<file path="src/include/spe_map.svh">
// Constants for setpoint entry and alarm check
`ifndef SPE_MAP_SVH
`define SPE_MAP_SVH
`define SPE_W            17
`define SPE_M2           16:13
`define SPE_M1           12:9
`define SPE_M0           8:5
`define SPE_MANT         16:5
`define SPE_ENEG         4
`define SPE_EXP          3:0
`define SPE_MANT_ONE     12'h100
`define SPE_POS_HIGH     4'h0
`define SPE_POS_WARN     4'h1
`define SPE_POS_DEAD     4'h2
`define SPE_POS_FULL     4'h3
`define SPE_POS_OVER     4'h4
`define SPE_POS_CONV     4'h5
`define SPE_POS_NONE     4'h6
`define SPE_POS_LOW      4'h7
`define SPE_POS_CAL      4'h8
`define SPE_POS_UNDER    4'h9
`define SPE_DEF_HIGH     17'h02003
`define SPE_DEF_WARN     17'h02001
`define SPE_DEF_DEAD     17'h00000
`define SPE_DEF_FULL     17'h02004
`define SPE_DEF_OVER     17'h02004
`define SPE_DEF_CONV     17'h02012
`define SPE_DEF_LOW      17'h02011
`define SPE_DEF_CAL      17'h0C001
`define SPE_DEF_UNDER    17'h02011
`define SPE_EDIT_LAST    3'h4
`define SPE_BOOT_CYC     2'h3
`define SPE_CLK_MHZ      125
`define SPE_SEC_MS       1000
`define SPE_ERR_DELAY_MS 2000
`endif

</file>
<file path="src/include/spe_pkg.sv">
// Types for setpoint entry and alarm check
package spe_pkg;
  typedef enum logic [2:0] {ST_BOOT, ST_INIT, ST_WAIT, ST_IDLE, ST_EDIT} spe_state_t;
  typedef enum logic [2:0] {D_VAL, D_EDIT, D_E7, D_E8, D_ZERO, D_COUNT} spe_disp_t;
endpackage : spe_pkg

</file>
<file path="src/core/spe_core.sv">
// Setpoint entry, validation and alarm comparison
`timescale 1ns/1ps
`include "spe_map.svh"
// Behaviour
// - Selector positions map to the nine parameters
// - Unused position shows E0007, no entry
// - Selector plus enter, value, digit buttons
// - First enter shows value, leftmost digit flashing
// - Value is three digits, sign, exponent
// - Value button advances flashing digit
// - Digit button moves flash one right
// - Second enter stores value, effective now
// - Enter held at power-up reloads defaults
// - Invalid setpoint refused, previous value kept
// - High between warn/underrange and overrange
// - High alarm when dose above high
// - Warn alarm when dose above warn
// - Warn between low scale and high
// - Full scale 1.00 decade above low
// - Full equal low gives E0008; below rejected
// - Low scale 1.00 decade below full
// - Range alarm above overrange; overrange checks
// - Below underrange shows zero, range alarm
// - Underrange not above high and warn
// - Calibrate mode counts pulses over time
// - Alarm outputs follow measured, not edited value
// - Conversion constant stored for dose conversion
// - E0008 shown two seconds after commit
module spe_core import spe_pkg::*; #(
  parameter int ERR_CYC = `SPE_ERR_DELAY_MS * 1000 * `SPE_CLK_MHZ,
  parameter int SEC_CYC = `SPE_SEC_MS * 1000 * `SPE_CLK_MHZ
) (
  input  wire logic        core_clk_in,
  input  wire logic        rst_b_in,
  input  wire logic        clk_en_in,
  input  wire logic [3:0]  sel_in,
  input  wire logic        enter_in,
  input  wire logic        value_in,
  input  wire logic        digit_in,
  input  wire logic        det_pulse_in,
  input  wire logic [16:0] dose_in,
  output spe_disp_t        disp_mode_out,
  output logic [16:0]      disp_val_out,
  output logic [2:0]       flash_pos_out,
  output logic [31:0]      cal_count_out,
  output logic             high_alarm_out,
  output logic             warn_alarm_out,
  output logic             range_alarm_out,
  output logic             nv_wr_out,
  output logic [3:0]       nv_idx_out,
  output logic [16:0]      nv_data_out,
  output logic [16:0]      full_scale_out,
  output logic [16:0]      low_scale_out,
  output logic [16:0]      dead_time_out,
  output logic [16:0]      conv_const_out
);
  function automatic logic [3:0] spe_nd(input logic [3:0] d);
    spe_nd = (d >= 4'h9) ? 4'h0 : 4'(d + 4'h1);
  endfunction : spe_nd

  function automatic logic [16:0] spe_inc(input logic [16:0] v, input logic [2:0] p);
    logic [16:0] r;
    r = v;
    case (p)
      3'h0: r[`SPE_M2] = spe_nd(v[`SPE_M2]);
      3'h1: r[`SPE_M1] = spe_nd(v[`SPE_M1]);
      3'h2: r[`SPE_M0] = spe_nd(v[`SPE_M0]);
      3'h3: r[`SPE_ENEG] = ~v[`SPE_ENEG];
      default: r[`SPE_EXP] = spe_nd(v[`SPE_EXP]);
    endcase
    spe_inc = r;
  endfunction : spe_inc

  function automatic logic [15:0] spe_key(input logic [16:0] v);
    logic [9:0] m;
    m = 10'(v[`SPE_M2]) * 10'd100 + 10'(v[`SPE_M1]) * 10'd10 + 10'(v[`SPE_M0]);
    spe_key = (m == 10'h0) ? 16'h0 : {1'b1, v[`SPE_ENEG] ? 5'(5'd9 - 5'(v[`SPE_EXP])) :
                                      5'(5'd9 + 5'(v[`SPE_EXP])), m};
  endfunction : spe_key

  function automatic logic [31:0] spe_secs(input logic [16:0] v);
    logic [39:0] r;
    r = 40'(v[`SPE_M2]) * 40'd100 + 40'(v[`SPE_M1]) * 40'd10 + 40'(v[`SPE_M0]);
    for (int i = 0; i < 9; i++) begin
      if (!v[`SPE_ENEG] && i < int'(v[`SPE_EXP])) r = 40'(r * 40'd10);
    end
    spe_secs = 32'(r / 40'd100);
  endfunction : spe_secs

  function automatic logic [16:0] spe_def(input logic [3:0] i);
    case (i)
      `SPE_POS_HIGH:  spe_def = `SPE_DEF_HIGH;
      `SPE_POS_WARN:  spe_def = `SPE_DEF_WARN;
      `SPE_POS_FULL:  spe_def = `SPE_DEF_FULL;
      `SPE_POS_OVER:  spe_def = `SPE_DEF_OVER;
      `SPE_POS_CONV:  spe_def = `SPE_DEF_CONV;
      `SPE_POS_LOW:   spe_def = `SPE_DEF_LOW;
      `SPE_POS_CAL:   spe_def = `SPE_DEF_CAL;
      `SPE_POS_UNDER: spe_def = `SPE_DEF_UNDER;
      default:        spe_def = `SPE_DEF_DEAD;
    endcase
  endfunction : spe_def

  logic [1:0]  rst_sync;
  logic [7:0]  pin_s1, pin_s2, pin_s3;
  spe_state_t  state;
  logic [1:0]  boot_cnt;
  logic [3:0]  init_idx, edit_idx;
  logic [16:0] edit_val;
  logic [2:0]  pos;
  logic [16:0] sp [0:9];
  logic [27:0] err_cnt, sec_cnt;
  logic        scale_err;
  logic [31:0] acc, elapsed;

  wire rst_n = rst_sync[1];
  // Inputs: selector, enter, value, digit, detector pulse
  wire [3:0] sel    = pin_s2[7:4];
  wire       ent_p  = pin_s2[3] & ~pin_s3[3];
  wire       val_p  = pin_s2[2] & ~pin_s3[2];
  wire       dig_p  = pin_s2[1] & ~pin_s3[1];
  wire       pul_p  = pin_s2[0] & ~pin_s3[0];
  wire       unused = (sel == `SPE_POS_NONE) || (sel > `SPE_POS_UNDER);
  wire [15:0] k_e  = spe_key(edit_val);
  wire [15:0] k_d  = spe_key(dose_in);
  wire [15:0] k_hi = spe_key(sp[0]);
  wire [15:0] k_wa = spe_key(sp[1]);
  wire [15:0] k_fs = spe_key(sp[3]);
  wire [15:0] k_ov = spe_key(sp[4]);
  wire [15:0] k_ls = spe_key(sp[7]);
  wire [15:0] k_ur = spe_key(sp[9]);
  wire mant1 = edit_val[`SPE_MANT] == `SPE_MANT_ONE;
  wire valid =
    (edit_idx == `SPE_POS_HIGH)  ? (k_e >= k_wa && k_e >= k_ur && k_e <= k_ov) :
    (edit_idx == `SPE_POS_WARN)  ? (k_e >= k_ls && k_e <= k_hi) :
    (edit_idx == `SPE_POS_FULL)  ? (mant1 && k_e >= k_ls) :
    (edit_idx == `SPE_POS_OVER)  ? (k_e >= k_hi && k_e >= k_wa) :
    (edit_idx == `SPE_POS_LOW)   ? (mant1 && k_e <= k_fs) :
    (edit_idx == `SPE_POS_UNDER) ? (k_e <= k_hi && k_e <= k_wa) : 1'b1;
  wire commit   = state == ST_EDIT && ent_p;
  wire scale_wr = commit && valid && (edit_idx == `SPE_POS_FULL || edit_idx == `SPE_POS_LOW);
  wire cal_on   = state == ST_IDLE && sel == `SPE_POS_CAL;
  wire sec_tick = sec_cnt == 28'(SEC_CYC - 1);
  wire [31:0] cal_secs = spe_secs(sp[8]);
  wire under = k_d < k_ur;
  wire next_high  = k_d > k_hi;
  wire next_warn  = k_d > k_wa;
  wire next_range = (k_d > k_ov) || under;
  wire spe_disp_t next_mode =
    (state == ST_EDIT) ? D_EDIT :
    (state != ST_IDLE) ? D_VAL :
    unused ? D_E7 :
    scale_err ? D_E8 :
    cal_on ? D_COUNT :
    under ? D_ZERO : D_VAL;
  wire [16:0] next_val = (next_mode == D_EDIT) ? edit_val :
                         (next_mode == D_VAL) ? dose_in : 17'h00000;

  assign full_scale_out = sp[3];
  assign low_scale_out  = sp[7];
  assign dead_time_out  = sp[2];
  assign conv_const_out = sp[5];

  always_ff @(posedge core_clk_in or negedge rst_b_in) begin
    if (!rst_b_in) rst_sync <= 2'h0;
    else rst_sync <= {rst_sync[0], 1'b1};
  end

  always_ff @(posedge core_clk_in or negedge rst_n) begin
    if (!rst_n) begin
      pin_s1 <= 8'h00;
      pin_s2 <= 8'h00;
      pin_s3 <= 8'h00;
    end else if (clk_en_in) begin
      pin_s1 <= {sel_in, enter_in, value_in, digit_in, det_pulse_in};
      pin_s2 <= pin_s1;
      pin_s3 <= pin_s2;
    end
  end

  // Entry state machine
  always_ff @(posedge core_clk_in or negedge rst_n) begin
    if (!rst_n) begin
      state <= ST_BOOT;
      boot_cnt <= 2'h0;
      init_idx <= 4'h0;
      edit_idx <= 4'h0;
      edit_val <= 17'h00000;
      pos <= 3'h0;
      nv_wr_out <= 1'b0;
      nv_idx_out <= 4'h0;
      nv_data_out <= 17'h00000;
      for (int i = 0; i < 10; i++) sp[i] <= spe_def(4'(i));
    end else if (clk_en_in) begin
      nv_wr_out <= 1'b0;
      unique case (state)
        ST_BOOT: begin
          boot_cnt <= 2'(boot_cnt + 2'h1);
          if (boot_cnt == `SPE_BOOT_CYC) state <= pin_s2[3] ? ST_INIT : ST_IDLE;
        end
        ST_INIT: begin
          sp[init_idx] <= spe_def(init_idx);
          nv_wr_out <= 1'b1;
          nv_idx_out <= init_idx;
          nv_data_out <= spe_def(init_idx);
          init_idx <= 4'(init_idx + 4'h1);
          if (init_idx == `SPE_POS_UNDER) state <= ST_WAIT;
        end
        ST_WAIT: if (ent_p) state <= ST_IDLE;
        ST_IDLE: if (ent_p && !unused) begin
          state <= ST_EDIT;
          edit_idx <= sel;
          edit_val <= sp[sel];
          pos <= 3'h0;
        end
        ST_EDIT: if (ent_p) begin
          state <= ST_IDLE;
          if (valid) begin
            sp[edit_idx] <= edit_val;
            nv_wr_out <= 1'b1;
            nv_idx_out <= edit_idx;
            nv_data_out <= edit_val;
          end
        end else if (val_p) edit_val <= spe_inc(edit_val, pos);
        else if (dig_p) pos <= (pos == `SPE_EDIT_LAST) ? 3'h0 : 3'(pos + 3'h1);
      endcase
    end
  end

  // Delayed analog scale check
  always_ff @(posedge core_clk_in or negedge rst_n) begin
    if (!rst_n) begin
      err_cnt <= 28'h0;
      scale_err <= 1'b0;
    end else if (clk_en_in) begin
      if (scale_wr) err_cnt <= 28'(ERR_CYC);
      else if (err_cnt != 28'h0) err_cnt <= 28'(err_cnt - 28'h1);
      if (err_cnt == 28'h1) scale_err <= k_fs == k_ls;
    end
  end

  // Scaler for calibrate mode
  always_ff @(posedge core_clk_in or negedge rst_n) begin
    if (!rst_n) begin
      sec_cnt <= 28'h0;
      acc <= 32'h0;
      elapsed <= 32'h0;
      cal_count_out <= 32'h0;
    end else if (clk_en_in) begin
      sec_cnt <= sec_tick ? 28'h0 : 28'(sec_cnt + 28'h1);
      if (!cal_on) begin
        acc <= 32'h0;
        elapsed <= 32'h0;
      end else if (sec_tick && 32'(elapsed + 32'h1) >= cal_secs) begin
        cal_count_out <= 32'(acc + 32'(pul_p));
        acc <= 32'h0;
        elapsed <= 32'h0;
      end else begin
        acc <= 32'(acc + 32'(pul_p));
        if (sec_tick) elapsed <= 32'(elapsed + 32'h1);
      end
    end
  end

  // Display and alarm outputs
  always_ff @(posedge core_clk_in or negedge rst_n) begin
    if (!rst_n) begin
      disp_mode_out <= D_VAL;
      disp_val_out <= 17'h00000;
      flash_pos_out <= 3'h0;
      high_alarm_out <= 1'b0;
      warn_alarm_out <= 1'b0;
      range_alarm_out <= 1'b0;
    end else if (clk_en_in) begin
      disp_mode_out <= next_mode;
      disp_val_out <= next_val;
      flash_pos_out <= pos;
      high_alarm_out <= next_high;
      warn_alarm_out <= next_warn;
      range_alarm_out <= next_range;
    end
  end
endmodule : spe_core

</file>
<file path="config.mk">
export PLATFORM = sky130hd
export DESIGN_NAME = spe_core
export DESIGN_NICKNAME = d
export VERILOG_FILES = /design/src/include/spe_pkg.sv /design/src/core/spe_core.sv
export VERILOG_INCLUDE_DIRS = /design/src /design/src/include
export SDC_FILE = /design/constraint.sdc
export NUM_CORES = 2
export LEC_CHECK = 0
export CAP_MARGIN = 20
export CORE_MARGIN = 1
export CORE_UTILIZATION = 61
export CTS_CLUSTER_DIAMETER = 50
export CTS_CLUSTER_SIZE = 28
export DETAILED_ROUTE_END_ITERATION = 10
export DONT_BUFFER_PORTS = 1
export PLACE_DENSITY = 0.8
export SLEW_MARGIN = 20
export SYNTH_ARGS = -nofsm -noshare
export SYNTH_HDL_FRONTEND = slang
export SYNTH_SLANG_ARGS = --single-unit
</file>
<file path="constraint.sdc">
create_clock -name core_clk_in -period 11.6 [get_ports core_clk_in]
set_input_delay 1.74 -clock core_clk_in [delete_from_list [all_inputs] [get_ports core_clk_in]]
set_output_delay 1.74 -clock core_clk_in [all_outputs]
set_load 0.01 [all_outputs]
</file>
==> summary.txt <==
Outcome
  – Status: complete, but fails checks
  – Violated checks: setup timing

Clock tree
  – Clock Path Buffers: 3
  – Maximum level of the CTS H-tree: 1
  – Clock-pin slew of the registers on the worst-case setup and hold paths: 110 ps
  – Later-pin clock latency in the skew report: 670 ps
  – Root buf cell: clkbuf_16
  – Clock sinks: 426
  – CTS buffer count: 29
  – CTS tree: done

Pwr
  – Power Internal: 7.939 mW
  – Combinational Power Share: 0.777
  – Clock share of power: 0.083
  – Leak: 37.02 nW
  – Pwr per Cell Area: 195.7 mW/mm^2
  – Max rail drop VDD: 0.0009704 V
  – Switching portion of total power: 0.4723
  – Part of the power in registers: 0.140
  – NetSw: 7.106 mW

Global routing
  – Tot GR Track Use: 0.4072
  – Largest net degree at the start of global routing: 160
  – First-pass GRT wire length: 317600 um
  – Initial antenna violation count: 15
  – GRT overflow: 0
  – Vias in the first global route: 62300

Yosys
  – Commonest cells post-synth: 893 x ha_1, 698 x nand2_1, 573 x nor2_1
  – Top area cells in the synthesized netlist: ha_1 19%, dfrtp_1 18%, a21oi_1 4.9%
  – Sequential-to-total area share from yosys stat: 0.1857
  – Most numerous cell in the Yosys netlist: ha_1
  – Avg Cell Area, Syn: 8.063 um^2
  – Synthesized flop and latch total: 426
  – Post-synthesis instance area: 0.05756 mm^2
  – Post-synth EDFFs: 0
  – Syn nets: 8114
  – Ys Warns: 0
  – Synthesized instance count: 7139
  – Synth async-reset ratio: 1.000
  – Netlist cell types: 146
  – Yosys top cell area share: 0.1941
  – Post-synth top area cell: ha_1
  – Top FF cell, synth: dfrtp_1

Drt
  – DR pass1 iterations: 8
  – Vias/cell: 6.408
  – DR vias: 63110
  – Routed WL: 206900 um
  – 1st-iter DRT viols: 6109
  – Avg WL per Cell: 21.01 um
  – DR DRC count: 0
  – Antenna Nets Post-Route: 0

Placed design
  – Hpwl dp: 151700 um
  – Port Buffers: 0
  – Routability Congestion: 1.022
  – Place WS: -29750 ps

Floorplanning
  – Die Y: 309.2 um
  – Cell row count: 112
  – Initial Utilization: 0.6167
  – Placeable Area: 0.09333 mm^2
  – Die Width: 309.2 um
  – Ports: 176
  – Full die area: 0.09559 mm^2

Worst setup path
  – Slowest CP cell: or4_4
  – Worst path required time: 12160 ps
  – Crit-path most repeated cell: ha_4
  – Crit path DAT: 41820 ps
  – Critical Path Max Stage Delay: 590 ps
  – Worst Setup Start Kind: flop
  – Max FO, Critical Path: 8
  – Endpoint class of the critical path: flop
  – Crit Path Category: reg -> reg

Hold path
  – Hold crit path type: reg -> reg

Cells and area
  – Area growth from synthesis to layout: 33.59%
  – Filler cells: 5797
  – Layout cells sized above 1: 0.3167
  – Nets: 9542

STA
  – Hold_ws: 383.1 ps
  – Rel. slew slack: 0.2053
  – Final worst path period need: 41260 ps
  – Max Slew Vio Count: 0
  – Period utilization: 3.557
  – Final number of hold-violating endpoints: 0
  – RSZ-0062 raised after global routing: yes
  – Worst-margin pin slew: 1183 ps
  – Fmax: 24.24 MHz
  – Final Skew: 63.75 ps
  – Final setup violation count: 96
  – Final WS setup: -29660 ps

Run
  – Max Cap Viol: 0
==> flip-flops by register name, summed over array words and instances (netlist names), 4 cells and up <==
signal and flops:
elapsed 32, pin_s3 4, pin_s1 8, err_cnt 28, sec_cnt 28, disp_val_out 17, cal_count_out 32, pin_s2 8
nv_idx_out 4, full_scale_out 17, init_idx 4, nv_data_out 17, edit_idx 4, acc 32, low_scale_out 17, edit_val 17
sp 102, conv_const_out 17, dead_time_out 17
==> per-stage QoR <==
step / instances / total power, mW / util / cell area (um^2) / setup TNS (ps)
floorplan: 7139 / 8.242 / - / 59470 / -2568270
global placement: 9590 / 11.28 / 0.7613 / 71050 / -2765310
detailed placement: 9591 / 11.67 / 0.7614 / 71060 / -2839240
CTS: 9762 / 14.19 / 0.8023 / 74880 / -2687030
global route: 9845 / 16.04 / 0.8239 / 76890 / -3025070
finish: 9848 / 15.05 / 0.8239 / 76900 / -2828310
==> power by group through the flow <==
stage	logic [mW]	registers (mW)	clock network, mW
global route	12.6	2.11	1.29
floorplan	6.33	1.92	0
finish	11.7	2.10	1.25
CTS	10.9	2.07	1.23
detailed placement	9.58	2.09	0
global placement	9.20	2.08	0
==> cell type report <==
| class | instances | area, um^2 | area share |
|---|---|---|---|
| Multi-Input combinational cell | 5993 | 48660 | 0.6328 |
| Timing Repair Buffer | 1722 | 13320 | 0.1732 |
| Sequential cell | 426 | 10700 | 0.1391 |
| Tap cell | 1254 | 1569 | 0.02040 |
| Inverter | 395 | 1489 | 0.01936 |
| Clock buffer | 31 | 753.2 | 0.009795 |
| Clock inverter | 22 | 399.1 | 0.005190 |
| Antenna cell | 5 | 12.51 | 0.0001627 |
==> logic make-up after synthesis <==
logic type | Yosys count | share of synthesized area
and+or+nand+nor | 2240 | 0.1876
AOI/OAI and AO/OA | 2135 | 0.2432
adders and majority gates | 961 | 0.2154
buffers and inverters | 720 | 0.05232
xor gates and xnor gates | 455 | 0.07060
DFF | 426 | 0.1857
muxes | 201 | 0.04517
other | 1 | 0.00006515
==> worst max-delay path: cells and delay by family (launching register included) <==
family / cells / cell delay (ps)
compound gates: 91 / 18480
simple gates: 48 / 8340
fa+ha+maj: 25 / 6840
buf+inv: 24 / 3440
xor+xnor: 13 / 2080
mux: 5 / 1360
flops: 1 / 430
==> repair_timing <==
| action | 4_1_cts | 5_1_grt |
|---|---|---|
| gates cloned | 6 | 1 |
| endpoints found under the setup margin | 96 | 96 |
| pin swaps | 175 | 209 |
| resized for setup | 399 | 271 |
| buffers inserted | 114 | 83 |
| hold buffers | 0 | 0 |
==> worst paths after layout <==
check                      slack (ps)        start      endpoint  cells past startpoint
setup / recovery               -29660       sp[29]       acc[17]                    206
hold / removal                    380  rst_sync[0]   rst_sync[1]                      0
setup reg to reg               -29660       sp[29]       acc[17]                    206
hold reg to reg                   380  rst_sync[0]   rst_sync[1]                      0
max in group asynchronous        8820  rst_sync[1]  edit_val[14]                      2
min in group asynchronous         440  rst_sync[1]       acc[10]                      0
==> per-layer routing <==
metal	wire (um)	GRT usage	vias to the layer above
li1	-	-	28870
met1	78790	0.4848	30060
met2	97110	0.6864	3234
met3	18200	0.08523	931
met4	12680	0.2189	12
met5	98	0.001517	-
==> cells in the final DEF (no fill, tap or decap), drive strengths merged, types with 36 or more instances in the layout <==
cell type	synthesis	layout
o21ai	607	607
nor4	41	41
nand4	106	106
o22ai	49	49
o21bai	60	60
or3	36	36
or2	36	36
a31oi	63	63
a21o	156	156
fa	54	54
o31ai	64	64
nand3	143	143
o211ai	53	53
buf	127	1720
ha	893	893
mux2i	89	89
and3	73	73
o21a	61	61
xor2	150	150
nor2b	114	114
nand2b	97	97
inv	393	402
a21oi	585	585
nand2	700	700
and2	83	83
a211oi	77	77
dfrtp	405	405
nor2	577	577
mux2	78	78
nor3	143	143
xnor2	305	305
No activity file was read; power rests on OpenSTA's default activity.
